`config.mk`:
```
export PLATFORM = sky130hd
export DESIGN_NAME = pdfl_top
export DESIGN_NICKNAME = d
export VERILOG_FILES = /design/src/core/pdfl_pkg.sv /design/src/core/pdfl_chan_if.sv /design/src/core/pdfl_motor_chan.sv /design/src/core/pdfl_top.sv
export SDC_FILE = /design/constraint.sdc
export NUM_CORES = 1
export LEC_CHECK = 0
export BUFFER_PORTS_ARGS = -buffer_cell sky130_fd_sc_hd__buf_2
export CORE_ASPECT_RATIO = 0.5
export CORE_MARGIN = 1
export CORE_UTILIZATION = 50
export CTS_BUF_LIST = sky130_fd_sc_hd__clkbuf_2 sky130_fd_sc_hd__clkbuf_4 sky130_fd_sc_hd__clkbuf_8
export CTS_CLUSTER_DIAMETER = 60
export DETAILED_ROUTE_END_ITERATION = 6
export GPL_TIMING_DRIVEN = 0
export PLACE_DENSITY = 0.67
export SYNTH_ARGS = -nofsm -noshare
export SYNTH_HDL_FRONTEND = slang
export SYNTH_SLANG_ARGS = --single-unit
```
`constraint.sdc`:
```
create_clock -name pclk -period 4.58 [get_ports pclk]
set_clock_uncertainty 0.05 [all_clocks]
set_input_delay 1.145 -clock pclk [delete_from_list [all_inputs] [get_ports pclk]]
set_output_delay 1.145 -clock pclk [all_outputs]
set_load 0.005 [all_outputs]
```
`src/core/pdfl_pkg.sv`:
```
// constants and types shared by the pump drive and fault latch block
package pdfl_pkg;

  // ---------------------------------------------------------------
  // clock and timing
  // ---------------------------------------------------------------
  localparam int unsigned CLK_HZ        = 25_000_000;
  localparam int unsigned CLK_KHZ       = CLK_HZ / 1000;
  localparam int unsigned WD_TIMEOUT_MS = 100;
  localparam int unsigned PULLIN_MS     = 500;
  localparam int unsigned OC_QUAL_MS    = 3000;
  localparam int unsigned SPEED_WIN_MS  = 10;

  // ---------------------------------------------------------------
  // channel counts and roles
  // ---------------------------------------------------------------
  localparam int unsigned NUM_PUMPS  = 4;
  localparam int unsigned NUM_CLAMPS = 8;
  localparam int unsigned AC_CH      = 0;
  localparam int unsigned BLOOD_CH   = 1;
  localparam int unsigned CELL_CH    = 2;
  localparam int unsigned SPEED_W    = 8;

  // ---------------------------------------------------------------
  // register map (byte addresses) and fields
  // ---------------------------------------------------------------
  localparam int unsigned ADDR_W      = 8;
  localparam logic [7:0]  ADDR_CTRL   = 8'h00;
  localparam logic [7:0]  ADDR_SPEED0 = 8'h04;
  localparam logic [7:0]  ADDR_SPEED3 = 8'h10;
  localparam logic [7:0]  ADDR_CLAMP  = 8'h14;
  localparam logic [7:0]  ADDR_STROBE = 8'h18;
  localparam logic [7:0]  ADDR_STATUS = 8'h1C;

  localparam int unsigned CTRL_DIR_LSB   = 0;
  localparam int unsigned CTRL_TEST_BIT  = 4;
  localparam int unsigned CTRL_CLR_BIT   = 8;
  localparam int unsigned STAT_LATCH_BIT = 6;
  localparam int unsigned STAT_BDIR_BIT  = 7;
  localparam int unsigned STAT_PULL_LSB  = 8;

  // fault source bit positions in the latch
  localparam int unsigned FS_STOP = 0;
  localparam int unsigned FS_AIR  = 1;
  localparam int unsigned FS_WD   = 2;
  localparam int unsigned FS_OSPD = 3;
  localparam int unsigned FS_OCUR = 4;
  localparam int unsigned FS_TEST = 5;
  localparam int unsigned FS_W    = 6;

  typedef logic [2:0] pdfl_hall_t;

endpackage

```
`src/core/pdfl_chan_if.sv`:
```
// signals between the control core and one pump motor channel
`timescale 1ns/1ps
`default_nettype none
interface pdfl_chan_if;
  import pdfl_pkg::*;
  logic               dir;
  logic [SPEED_W-1:0] speed_cmd;
  logic               force_tach;
  pdfl_hall_t         hall;
  logic               tach;
  logic [2:0]         phase_hi;
  logic [2:0]         phase_lo;
  modport core (output dir, speed_cmd, force_tach, hall, input tach, phase_hi, phase_lo);
  modport chan (input dir, speed_cmd, force_tach, hall, output tach, phase_hi, phase_lo);
endinterface
`default_nettype wire

```
`src/core/pdfl_motor_chan.sv`:
```
// one brushless pump channel: commutation lookup, tach pulses, speed loop pwm
`timescale 1ns/1ps
`default_nettype none
module pdfl_motor_chan
  import pdfl_pkg::*;
#(
  parameter int unsigned SPEED_WIN_CYC = SPEED_WIN_MS * CLK_KHZ
) (
  input wire logic  pclk,
  input wire logic  presetn,
  pdfl_chan_if.chan ch
);

  // ---------------------------------------------------------------
  // commutation lookup
  // ---------------------------------------------------------------
  // address is {dir, hall}; result is {high side[2:0], low side[2:0]}
  function automatic logic [5:0] comm_lookup(input logic [3:0] addr);
    logic [5:0] fwd;
    fwd = 6'h00;
    unique case (addr[2:0])
      3'h5:    fwd = 6'h0A;
      3'h4:    fwd = 6'h0C;
      3'h6:    fwd = 6'h14;
      3'h2:    fwd = 6'h11;
      3'h3:    fwd = 6'h21;
      3'h1:    fwd = 6'h22;
      default: fwd = 6'h00;
    endcase
    // reverse swaps which phase is driven and which returns
    return addr[3] ? {fwd[2:0], fwd[5:3]} : fwd;
  endfunction

  logic [5:0]         drive;
  logic               sq_wave;
  logic               sq_reg;
  logic               tach_reg;
  logic [7:0]         pwm_cnt_reg;
  logic [7:0]         duty_reg;
  logic [SPEED_W-1:0] pulse_cnt_reg;
  logic [31:0]        win_cnt_reg;
  logic               pwm_on;

  assign drive   = comm_lookup({ch.dir, ch.hall});
  assign sq_wave = ^ch.hall;
  assign pwm_on  = pwm_cnt_reg < duty_reg;

  // ---------------------------------------------------------------
  // bridge drive: one phase to return, one floating, one pwm-gated
  // ---------------------------------------------------------------
  always_ff @(posedge pclk or negedge presetn) begin
    if (!presetn) begin
      ch.phase_hi <= 3'h0;
      ch.phase_lo <= 3'h0;
    end else begin
      ch.phase_hi <= drive[5:3] & {3{pwm_on}};
      ch.phase_lo <= drive[2:0];
    end
  end

  // ---------------------------------------------------------------
  // tach: one pulse per square wave edge gives twelve per revolution
  // ---------------------------------------------------------------
  always_ff @(posedge pclk or negedge presetn) begin
    if (!presetn) begin
      sq_reg   <= 1'b0;
      tach_reg <= 1'b0;
    end else begin
      sq_reg   <= sq_wave;
      tach_reg <= ch.force_tach | (sq_wave != sq_reg);
    end
  end
  assign ch.tach = tach_reg;

  // ---------------------------------------------------------------
  // speed loop: pulses per window against the commanded level
  // ---------------------------------------------------------------
  always_ff @(posedge pclk or negedge presetn) begin
    if (!presetn) begin
      pwm_cnt_reg   <= 8'h00;
      win_cnt_reg   <= 32'h0;
      pulse_cnt_reg <= '0;
      duty_reg      <= 8'h00;
    end else begin
      pwm_cnt_reg <= pwm_cnt_reg + 8'h01;
      if (win_cnt_reg >= SPEED_WIN_CYC - 1) begin
        win_cnt_reg   <= 32'h0;
        pulse_cnt_reg <= '0;
        if (pulse_cnt_reg < ch.speed_cmd && duty_reg != 8'hFF) begin
          duty_reg <= duty_reg + 8'h01;
        end else if (pulse_cnt_reg > ch.speed_cmd && duty_reg != 8'h00) begin
          duty_reg <= duty_reg - 8'h01;
        end
      end else begin
        win_cnt_reg <= win_cnt_reg + 32'h1;
        if (tach_reg && !ch.force_tach && pulse_cnt_reg != '1) begin
          pulse_cnt_reg <= pulse_cnt_reg + 1'b1;
        end
      end
    end
  end

endmodule
`default_nettype wire

```
`src/core/pdfl_top.sv`:
```
// pump drive control with fault latch, watchdog, clamp timing and apb registers
//
// Function
// - any abnormal input latches fault, drops relay
// - watchdog fault forces all tach lines high
// - latch sources readable by processor for selftest
// - missing strobes time out, raise dead flag
// - watchdog timeout pulses non-maskable interrupt
// - lookup addressed by hall code plus direction
// - two patterns, direction bit reverses motor
// - one phase return, one floating, one pwm
// - six-cycle square wave yields twelve tach pulses
// - current above reference raises overcurrent fault
// - voltage above reference raises overspeed fault
// - speed command sets level, pwm tracks it
// - ac/blood power only without fault; cell always
// - blood pump overcurrent qualified for three seconds
// - blood pump direction readable from hardware
// - four pump channels, eight clamp channels
// - clamp pull-in half second, then hold
`timescale 1ns/1ps
`default_nettype none
module pdfl_top
  import pdfl_pkg::*;
#(
  parameter int unsigned WD_TIMEOUT_CYC = WD_TIMEOUT_MS * CLK_KHZ,
  parameter int unsigned PULLIN_CYC     = PULLIN_MS * CLK_KHZ,
  parameter int unsigned OC_QUAL_CYC    = OC_QUAL_MS * CLK_KHZ,
  parameter int unsigned SPEED_WIN_CYC  = SPEED_WIN_MS * CLK_KHZ
) (
  input  wire logic                    pclk,
  input  wire logic                    presetn,
  input  wire logic                    psel,
  input  wire logic                    penable,
  input  wire logic                    pwrite,
  input  wire logic [ADDR_W-1:0]       paddr,
  input  wire logic [31:0]             pwdata,
  output var  logic [31:0]             prdata,
  output logic                         pready,
  output logic                         pslverr,
  input  wire logic                    stop_pressed,
  input  wire logic                    air_detected,
  input  wire logic [NUM_PUMPS-1:0]    overcurrent_cmp,
  input  wire logic [NUM_PUMPS-1:0]    overspeed_cmp,
  input  wire logic [3*NUM_PUMPS-1:0]  hall_code,
  output var  logic                    pump_power_relay,
  output var  logic [NUM_PUMPS-1:0]    pump_power_en,
  output logic [NUM_PUMPS-1:0]         pump_tach_pulses,
  output logic [3*NUM_PUMPS-1:0]       phase_high,
  output logic [3*NUM_PUMPS-1:0]       phase_low,
  output var  logic                    dead_processor_flag,
  output var  logic                    nmi_n,
  output var  logic [NUM_CLAMPS-1:0]   clamp_pullin,
  output var  logic [NUM_CLAMPS-1:0]   clamp_hold
);

  // ---------------------------------------------------------------
  // pin synchronisers
  // ---------------------------------------------------------------
  localparam int unsigned SYNC_W = 2 + 2 * NUM_PUMPS + 3 * NUM_PUMPS;

  logic [SYNC_W-1:0] pin_raw;
  logic [SYNC_W-1:0] s1_reg;
  logic [SYNC_W-1:0] s2_reg;
  logic [SYNC_W-1:0] s3_reg;
  logic [SYNC_W-1:0] pin_reg;

  assign pin_raw = {hall_code, overspeed_cmp, overcurrent_cmp, air_detected, stop_pressed};

  // a change is accepted only once two late stages agree, rejecting one-cycle glitches
  always_ff @(posedge pclk or negedge presetn) begin
    if (!presetn) begin
      s1_reg  <= '0;
      s2_reg  <= '0;
      s3_reg  <= '0;
      pin_reg <= '0;
    end else begin
      s1_reg <= pin_raw;
      s2_reg <= s1_reg;
      s3_reg <= s2_reg;
      for (int i = 0; i < SYNC_W; i++) begin
        if (s2_reg[i] == s3_reg[i]) begin
          pin_reg[i] <= s3_reg[i];
        end
      end
    end
  end

  logic                   stop_f;
  logic                   air_f;
  logic [NUM_PUMPS-1:0]   oc_f;
  logic [NUM_PUMPS-1:0]   os_f;
  logic [3*NUM_PUMPS-1:0] hall_f;

  assign stop_f = pin_reg[0];
  assign air_f  = pin_reg[1];
  assign oc_f   = pin_reg[2 +: NUM_PUMPS];
  assign os_f   = pin_reg[2 + NUM_PUMPS +: NUM_PUMPS];
  assign hall_f = pin_reg[2 + 2 * NUM_PUMPS +: 3 * NUM_PUMPS];

  // ---------------------------------------------------------------
  // apb slave: zero wait states, read data captured in setup
  // ---------------------------------------------------------------
  logic [NUM_PUMPS-1:0]         dir_reg;
  logic                         test_fault_reg;
  logic [SPEED_W-1:0]           speed_reg [NUM_PUMPS];
  logic [NUM_CLAMPS-1:0]        clamp_cmd_reg;
  logic [FS_W-1:0]              fault_src_reg;
  logic                         blood_dir_reg;
  logic                         wr_en;
  logic                         addr_hit;
  logic                         clr_pulse;
  logic                         strobe_pulse;
  logic [31:0]                  rd_mux;

  function automatic logic is_speed(input logic [ADDR_W-1:0] a);
    return a >= ADDR_SPEED0 && a <= ADDR_SPEED3 && a[1:0] == 2'b00;
  endfunction

  function automatic int unsigned speed_idx(input logic [ADDR_W-1:0] a);
    return int'(a - ADDR_SPEED0) >> 2;
  endfunction

  assign addr_hit     = paddr == ADDR_CTRL || is_speed(paddr) || paddr == ADDR_CLAMP ||
                        paddr == ADDR_STROBE || paddr == ADDR_STATUS;
  assign pready       = 1'b1;
  assign pslverr      = psel & penable & ~addr_hit;
  assign wr_en        = psel & penable & pwrite & addr_hit;
  assign clr_pulse    = wr_en && paddr == ADDR_CTRL && pwdata[CTRL_CLR_BIT];
  assign strobe_pulse = wr_en && paddr == ADDR_STROBE;

  always_comb begin
    rd_mux = 32'h0;
    if (paddr == ADDR_CTRL) begin
      rd_mux[CTRL_DIR_LSB +: NUM_PUMPS] = dir_reg;
      rd_mux[CTRL_TEST_BIT]             = test_fault_reg;
    end else if (is_speed(paddr)) begin
      rd_mux[SPEED_W-1:0] = speed_reg[speed_idx(paddr)];
    end else if (paddr == ADDR_CLAMP) begin
      rd_mux[NUM_CLAMPS-1:0] = clamp_cmd_reg;
    end else if (paddr == ADDR_STATUS) begin
      rd_mux[FS_W-1:0]                      = fault_src_reg;
      rd_mux[STAT_LATCH_BIT]                = |fault_src_reg;
      rd_mux[STAT_BDIR_BIT]                 = blood_dir_reg;
      rd_mux[STAT_PULL_LSB +: NUM_CLAMPS]   = clamp_pullin;
    end
  end

  always_ff @(posedge pclk or negedge presetn) begin
    if (!presetn) begin
      prdata <= 32'h0;
    end else if (psel && !penable && !pwrite) begin
      prdata <= rd_mux;
    end
  end

  always_ff @(posedge pclk or negedge presetn) begin
    if (!presetn) begin
      dir_reg        <= '0;
      test_fault_reg <= 1'b0;
      clamp_cmd_reg  <= '0;
      for (int i = 0; i < NUM_PUMPS; i++) begin
        speed_reg[i] <= '0;
      end
    end else if (wr_en) begin
      if (paddr == ADDR_CTRL) begin
        dir_reg        <= pwdata[CTRL_DIR_LSB +: NUM_PUMPS];
        test_fault_reg <= pwdata[CTRL_TEST_BIT];
      end else if (is_speed(paddr)) begin
        speed_reg[speed_idx(paddr)] <= pwdata[SPEED_W-1:0];
      end else if (paddr == ADDR_CLAMP) begin
        clamp_cmd_reg <= pwdata[NUM_CLAMPS-1:0];
      end
    end
  end

  // ---------------------------------------------------------------
  // watchdog
  // ---------------------------------------------------------------
  logic [31:0] wd_cnt_reg;
  logic        wd_expire;

  assign wd_expire = !strobe_pulse && wd_cnt_reg == WD_TIMEOUT_CYC - 1;

  always_ff @(posedge pclk or negedge presetn) begin
    if (!presetn) begin
      wd_cnt_reg <= 32'h0;
      nmi_n      <= 1'b1;
    end else begin
      nmi_n <= ~wd_expire;
      if (strobe_pulse) begin
        wd_cnt_reg <= 32'h0;
      end else if (wd_cnt_reg < WD_TIMEOUT_CYC) begin
        wd_cnt_reg <= wd_cnt_reg + 32'h1;
      end
    end
  end

  // ---------------------------------------------------------------
  // overcurrent qualification and fault latch
  // ---------------------------------------------------------------
  logic [31:0]     oc_qual_cnt_reg;
  logic            oc_any;
  logic [FS_W-1:0] fault_set;

  // reversal used as a fast stop draws a long surge on the blood pump
  always_ff @(posedge pclk or negedge presetn) begin
    if (!presetn) begin
      oc_qual_cnt_reg <= 32'h0;
    end else if (!oc_f[BLOOD_CH]) begin
      oc_qual_cnt_reg <= 32'h0;
    end else if (oc_qual_cnt_reg < OC_QUAL_CYC) begin
      oc_qual_cnt_reg <= oc_qual_cnt_reg + 32'h1;
    end
  end

  always_comb begin
    oc_any = 1'b0;
    for (int i = 0; i < NUM_PUMPS; i++) begin
      if (i == BLOOD_CH) begin
        oc_any = oc_any | (oc_qual_cnt_reg >= OC_QUAL_CYC);
      end else begin
        oc_any = oc_any | oc_f[i];
      end
    end
  end

  always_comb begin
    fault_set          = '0;
    fault_set[FS_STOP] = stop_f;
    fault_set[FS_AIR]  = air_f;
    fault_set[FS_WD]   = wd_expire;
    fault_set[FS_OSPD] = |os_f;
    fault_set[FS_OCUR] = oc_any;
    fault_set[FS_TEST] = test_fault_reg;
  end

  // a source present in the clear cycle stays latched
  always_ff @(posedge pclk or negedge presetn) begin
    if (!presetn) begin
      fault_src_reg <= '0;
    end else begin
      fault_src_reg <= (clr_pulse ? '0 : fault_src_reg) | fault_set;
    end
  end

  always_ff @(posedge pclk or negedge presetn) begin
    if (!presetn) begin
      pump_power_relay    <= 1'b0;
      pump_power_en       <= '0;
      dead_processor_flag <= 1'b0;
    end else begin
      pump_power_relay    <= ~|fault_src_reg;
      dead_processor_flag <= fault_src_reg[FS_WD];
      for (int i = 0; i < NUM_PUMPS; i++) begin
        pump_power_en[i] <= (i == CELL_CH) ? 1'b1 : ~|fault_src_reg;
      end
    end
  end

  // ---------------------------------------------------------------
  // pump channels
  // ---------------------------------------------------------------
  pdfl_chan_if chan_if [NUM_PUMPS] ();

  for (genvar g = 0; g < NUM_PUMPS; g++) begin : g_pump
    assign chan_if[g].dir        = dir_reg[g];
    assign chan_if[g].speed_cmd  = speed_reg[g];
    assign chan_if[g].force_tach = fault_src_reg[FS_WD];
    assign chan_if[g].hall       = hall_f[3*g +: 3];
    assign pump_tach_pulses[g]   = chan_if[g].tach;
    assign phase_high[3*g +: 3]  = chan_if[g].phase_hi;
    assign phase_low[3*g +: 3]   = chan_if[g].phase_lo;

    pdfl_motor_chan #(
      .SPEED_WIN_CYC (SPEED_WIN_CYC)
    ) u_chan (
      .pclk    (pclk),
      .presetn (presetn),
      .ch      (chan_if[g])
    );
  end

  // ---------------------------------------------------------------
  // blood pump direction from hall sequence
  // ---------------------------------------------------------------
  function automatic pdfl_hall_t hall_fwd_next(input pdfl_hall_t h);
    unique case (h)
      3'h5:    return 3'h4;
      3'h4:    return 3'h6;
      3'h6:    return 3'h2;
      3'h2:    return 3'h3;
      3'h3:    return 3'h1;
      3'h1:    return 3'h5;
      default: return 3'h0;
    endcase
  endfunction

  pdfl_hall_t bhall_reg;

  always_ff @(posedge pclk or negedge presetn) begin
    if (!presetn) begin
      bhall_reg     <= 3'h0;
      blood_dir_reg <= 1'b0;
    end else begin
      bhall_reg <= hall_f[3*BLOOD_CH +: 3];
      if (hall_f[3*BLOOD_CH +: 3] != bhall_reg && hall_fwd_next(bhall_reg) != 3'h0) begin
        blood_dir_reg <= hall_fwd_next(bhall_reg) != hall_f[3*BLOOD_CH +: 3];
      end
    end
  end

  // ---------------------------------------------------------------
  // clamp drivers
  // ---------------------------------------------------------------
  logic [31:0] pull_cnt_reg [NUM_CLAMPS];

  always_ff @(posedge pclk or negedge presetn) begin
    if (!presetn) begin
      clamp_pullin <= '0;
      clamp_hold   <= '0;
      for (int i = 0; i < NUM_CLAMPS; i++) begin
        pull_cnt_reg[i] <= 32'h0;
      end
    end else begin
      for (int i = 0; i < NUM_CLAMPS; i++) begin
        if (!clamp_cmd_reg[i]) begin
          pull_cnt_reg[i] <= 32'h0;
          clamp_pullin[i] <= 1'b0;
          clamp_hold[i]   <= 1'b0;
        end else if (pull_cnt_reg[i] < PULLIN_CYC) begin
          pull_cnt_reg[i] <= pull_cnt_reg[i] + 32'h1;
          clamp_pullin[i] <= 1'b1;
          clamp_hold[i]   <= 1'b0;
        end else begin
          clamp_pullin[i] <= 1'b0;
          clamp_hold[i]   <= 1'b1;
        end
      end
    end
  end

  // ---------------------------------------------------------------
  // assertions
  // ---------------------------------------------------------------
  property p_fault_drops_relay;
    @(posedge pclk) disable iff (!presetn) $rose(stop_f) |-> ##2 !pump_power_relay;
  endproperty
  a_fault_drops_relay: assert property (p_fault_drops_relay) else $error("relay not dropped on stop");

  property p_latch_holds;
    @(posedge pclk) disable iff (!presetn) (|fault_src_reg && !clr_pulse) |=> |fault_src_reg;
  endproperty
  a_latch_holds: assert property (p_latch_holds) else $error("fault latch released");

  property p_wd_tach_high;
    @(posedge pclk) disable iff (!presetn) fault_src_reg[FS_WD] |=> &pump_tach_pulses;
  endproperty
  a_wd_tach_high: assert property (p_wd_tach_high) else $error("tach not forced high");

  property p_wd_nmi;
    @(posedge pclk) disable iff (!presetn) wd_expire |=> !nmi_n ##1 (nmi_n && dead_processor_flag);
  endproperty
  a_wd_nmi: assert property (p_wd_nmi) else $error("watchdog timeout not signalled");

  property p_cell_power;
    @(posedge pclk) disable iff (!presetn) $past(presetn) |-> pump_power_en[CELL_CH];
  endproperty
  a_cell_power: assert property (p_cell_power) else $error("cell pump unpowered");

  property p_ac_power;
    @(posedge pclk) disable iff (!presetn) pump_power_en[AC_CH] |-> $past(fault_src_reg) == '0;
  endproperty
  a_ac_power: assert property (p_ac_power) else $error("ac pump powered under fault");

  property p_oc_qual;
    @(posedge pclk) disable iff (!presetn)
      $rose(oc_f[BLOOD_CH]) |-> oc_qual_cnt_reg == 32'h0 ##1 (oc_qual_cnt_reg < OC_QUAL_CYC)[*2];
  endproperty
  a_oc_qual: assert property (p_oc_qual) else $error("blood overcurrent unqualified");

  property p_clamp_pullin;
    @(posedge pclk) disable iff (!presetn)
      $rose(clamp_cmd_reg[0]) |=> clamp_pullin[0] && !clamp_hold[0] ##1 clamp_pullin[0];
  endproperty
  a_clamp_pullin: assert property (p_clamp_pullin) else $error("clamp pull-in missing");

  property p_unmapped;
    @(posedge pclk) disable iff (!presetn) (psel && penable && !addr_hit) |-> pslverr && pready;
  endproperty
  a_unmapped: assert property (p_unmapped) else $error("unmapped access not refused");

  c_wd_timeout: cover property (@(posedge pclk) disable iff (!presetn) wd_expire);
  c_clamp_hold: cover property (@(posedge pclk) disable iff (!presetn) $rose(clamp_hold[0]));
  c_latch_clear: cover property (@(posedge pclk) disable iff (!presetn) clr_pulse && |fault_src_reg);

endmodule
`default_nettype wire

```
==> implementation parameters <==
Parameter                              Value

Outcome
  Result of the run ... complete, no violations

Power and ir drop
  Power per cell area ... 398 mW/mm²
  Leakage power ... 18.1 nW
  Worst VDD drop ... 0.230 mV

Clock network
  Number of clock buffers inserted by TritonCTS ... 107
  Library cell used as clock root buffer ... sky130_fd_sc_hd__clkbuf_8
  Source-to-sink clock delay at the later pin of the worst-skew pair ... 0.76 ns
  Buffers from clock root to sink, at most ... 3
  Clk slew on worst S/H paths ... 0.06 ns
  # clock sinks ... 755
  Hold-fix buffer count after cts ... 0
  Total setup buffers inserted after CTS ... 0
  TritonCTS clock tree ... done
  Number of levels in the clock H-tree ... 3
  CTS-repair resized insts ... 0

Placed design
  Final weighted congestion in routability-driven placement ... 0.844
  Post-place instance area ... 0.0378 mm²
  Port Buf Inserts ... 110
  HPWL Detailed ... 49900 µm

Worst setup path
  Cell type of the slowest stage on the worst timing path ... sky130_fd_sc_hd__o31ai_1
  Worst R2R Path Depth ... 13
  Worst path required time ... 3.38 ns
  CP delay by family, top ... buffers and inverters
  CP Capture Type ... primary output
  Start-to-end type of the worst setup path ... in2out
  Cell breakdown of the critical path ... buf_2 > inv_1 > ha_1 > nor3_1 > a21oi_1 > o31ai_1 > and3_1 > buf_2
  Most Frequent Cell on Critical Path ... sky130_fd_sc_hd__buf_2
  Crit-path max FO ... 14
  Worst EP arrival ... 2.84 ns
  Crit path launch type ... input port
  CP bufs+invs ... 3
  Slowest Stage Delay on Critical Path ... 0.36 ns
  Instance count on the critical path ... 8

Routing
  Total routed wirelength ... 72700 µm
  DRT iter0 DRCs ... 1627
  Via density per instance ... 5.43
  Count of TritonRoute iterations in the first routing pass ... 5
  Routed via count ... 25400
  Mean routed wirelength per cell ... 15.6 µm
  Post-route ant nets ... 0
  Remaining DRCs ... 0

Timing
  Maximum operating frequency ... 0.248 GHz
  Final slew viol count ... 0
  Worst slew pin tran ... 1.06 ns
  Unrepaired setup endpoints after global routing ... no
  Count of endpoints failing setup in the final report ... 0
  Final worst path period need ... 4.03 ns
  Setup TNS after final layout ... 0 ns
  Worst slew margin ... 28.5%
  Worst Hold Slack ... 0.286 ns
  Count of endpoints failing hold in the final timing report ... 0
  Share of the clock period used by the worst path ... 88.1%

Die
  Overall die height ... 191 µm
  Number of rows in the core area ... 68
  Die area ... 0.0723 mm²
  Core box area ... 0.0697 mm²
  Effective utilization at floorplan ... 51.1%
  Num ports ... 152
  Die outline width ... 379 µm

Yosys
  Most instantiated flip-flop cell in the synthesis netlist ... sky130_fd_sc_hd__dfrtp_1
  Post-synthesis average cell area ... 10.6 µm²
  Count of different cell masters after synthesis ... 78
  Post-synthesis register bit count ... 755
  Number of synthesized flops with an enable pin ... 0
  Fraction of registers with async set or reset after synthesis ... 100%
  Synthesized instance count ... 3345
  Synthesized cell area ... 0.0356 mm²
  Share of the yosys chip area belonging to registers ... 53.1%
  Count of yosys warnings during synthesis ... 0

Layout
  Fillers ... 5883
  Final #Nets ... 3849
  Commonest cells after routing, fill and taps aside ... sky130_fd_sc_hd__dfrtp_1 (754), sky130_fd_sc_hd__nor2_1 (239), sky130_fd_sc_hd__nand2_1 (223)
  Final instance area ... 0.0401 mm²
  Layout Area Growth over Synthesis ... 12.6%
  Share of cells above drive strength 1 ... 11.5%
  Flip-flop count of the largest register after layout ... 256
  Most frequent standard cell in the layout excluding fill and tap cells ... sky130_fd_sc_hd__dfrtp_1

Min path
  Count of cells along the worst hold path ... 0
  Worst Hold Class ... reg2reg

GRT
  Overall Global Routing Usage ... 20.7%
  Pin count of the biggest net entering global routing ... 121
  Number of global-route vias before repair ... 24900
  Gr ovfl total ... 0
  Global-route wire length before repair ... 124000 µm
  Antenna violations before repair ... 3

Job
  Number of max-cap violations ... 0
==> kinds of logic (layout without fill, tap and decap cells) <==
| kind of cell | Yosys count | count (layout) | synth area share [%] |
|---|---|---|---|
| AO/OA/AOI/OAI | 454 | 454 | 7.93 |
| XOR/XNOR | 228 | 228 | 5.61 |
| adder cells (fa/ha/maj) | 162 | 162 | 5.62 |
| buffers and inverters | 246 | 553 | 2.87 |
| flip-flops | 755 | 755 | 53.1 |
| multiplexers | 146 | 146 | 4.59 |
| other | 2 | 76 | 0.0211 |
| AND/OR/NAND/NOR | 1352 | 1352 | 20.3 |
==> metrics by stage <==
stage | util [%] | instances | power, mW | setup slack [ns]
2_1_floorplan | - | 3417 | 9.71 | 0.831
3_3_place_gp | 54.0 | 4472 | 10.4 | -13.57
3_5_place_dp | 54.3 | 4479 | 10.5 | 0.136
4_1_cts | 57.5 | 4670 | 16.2 | 0.107
5_1_grt | 57.5 | 4671 | 16.9 | 0.395
6_report | 57.5 | 4671 | 16.0 | 0.545
==> worst reg2reg max path, cell delays in order (launching register included) <==
cell,delay [ns]
sky130_fd_sc_hd__dfrtp_1,0.40
sky130_fd_sc_hd__inv_1,0.07
sky130_fd_sc_hd__ha_1,0.30
sky130_fd_sc_hd__nor2b_1,0.13
sky130_fd_sc_hd__o211ai_1,0.15
sky130_fd_sc_hd__a21oi_1,0.14
sky130_fd_sc_hd__or3_1,0.58
sky130_fd_sc_hd__ha_1,0.44
sky130_fd_sc_hd__nand3_1,0.10
sky130_fd_sc_hd__o211ai_1,0.22
sky130_fd_sc_hd__o41ai_1,0.12
sky130_fd_sc_hd__or4_1,0.42
sky130_fd_sc_hd__a221oi_1,0.34
sky130_fd_sc_hd__xnor2_1,0.16
==> worst paths after layout <==
path | startpoint | end | slack [ns]
min in group asynchronous | presetn | pull_cnt_reg[47] | 0.32
min reg2reg | s1_reg[7] | s2_reg[7] | 0.29
min | s1_reg[7] | s2_reg[7] | 0.29
max | paddr[2] | pslverr | 0.55
max reg2reg | chan_if[2].speed_cmd[1] | g_pump[2].u_chan.duty_reg[7] | 0.88
max in group asynchronous | presetn | pull_cnt_reg[144] | 2.34
==> cell type report <==
cell class / count / area (µm²) / area share, %
clock buffers: 165 / 2100 / 5.23
flip-flops and latches: 755 / 18900 / 47.1
repair buffers: 117 / 753 / 1.88
plain buffers: 118 / 543 / 1.35
inverters: 127 / 477 / 1.19
multi-input cells: 2416 / 16000 / 39.8
clock inverters: 26 / 175 / 0.437
well taps: 945 / 1180 / 2.95
diodes: 2 / 5.00 / 0.0125
==> cells in the mapped netlist (all sizes together), types with 4 or more instances <==
library cell | number | share of area (%)
nor4 | 76 | 1.4
mux2 | 58 | 1.8
a22oi | 6 | 0.13
and3 | 68 | 1.2
a211oi | 9 | 0.19
nand4b | 4 | 0.098
a21oi | 152 | 2.2
o21bai | 9 | 0.19
nor2 | 240 | 2.5
ha | 136 | 4.8
and4 | 26 | 0.65
or3 | 80 | 1.4
maj3 | 22 | 0.62
a21boi | 22 | 0.46
fa | 4 | 0.22
clkbuf | 86 | 0.91
o211a | 6 | 0.17
and2 | 147 | 2.6
xor2 | 93 | 2.3
xnor2 | 135 | 3.3
mux4 | 8 | 0.51
o31ai | 25 | 0.53
o21ai | 119 | 1.7
nand4 | 90 | 1.6
a22o | 15 | 0.37
a31oi | 6 | 0.11
o21a | 7 | 0.15
o211ai | 25 | 0.53
inv | 126 | 1.3
o41ai | 10 | 0.25
or2 | 10 | 0.18
buf | 33 | 0.63
nand2 | 223 | 2.4
or4 | 42 | 0.89
dfrtp | 754 | 53
nor3 | 69 | 1.0
a221oi | 7 | 0.17
nand2b | 60 | 1.1
nor2b | 18 | 0.32
a21o | 18 | 0.38
nand3 | 177 | 2.5
and4b | 4 | 0.11
nor3b | 11 | 0.25
mux2i | 80 | 2.2
==> per-layer routing <==
metal  GRT usage [%]  vias up  part of all wire [%]  wire (µm)
met3            3.81      128                   4.0       2910
li1                -    12400                     -          -
met2            32.1      416                    45      32800
met1            29.5    12500                    48      35200
met5               0        -                     0          0
met4            6.68        0                   2.3       1660
==> report_power, final <==
part           switching [mW]  internal, mW
registers               0.540          7.19
clock network            2.59          2.97
logic                    1.49          1.19
Note: power is estimated with default switching activity, not from simulation.
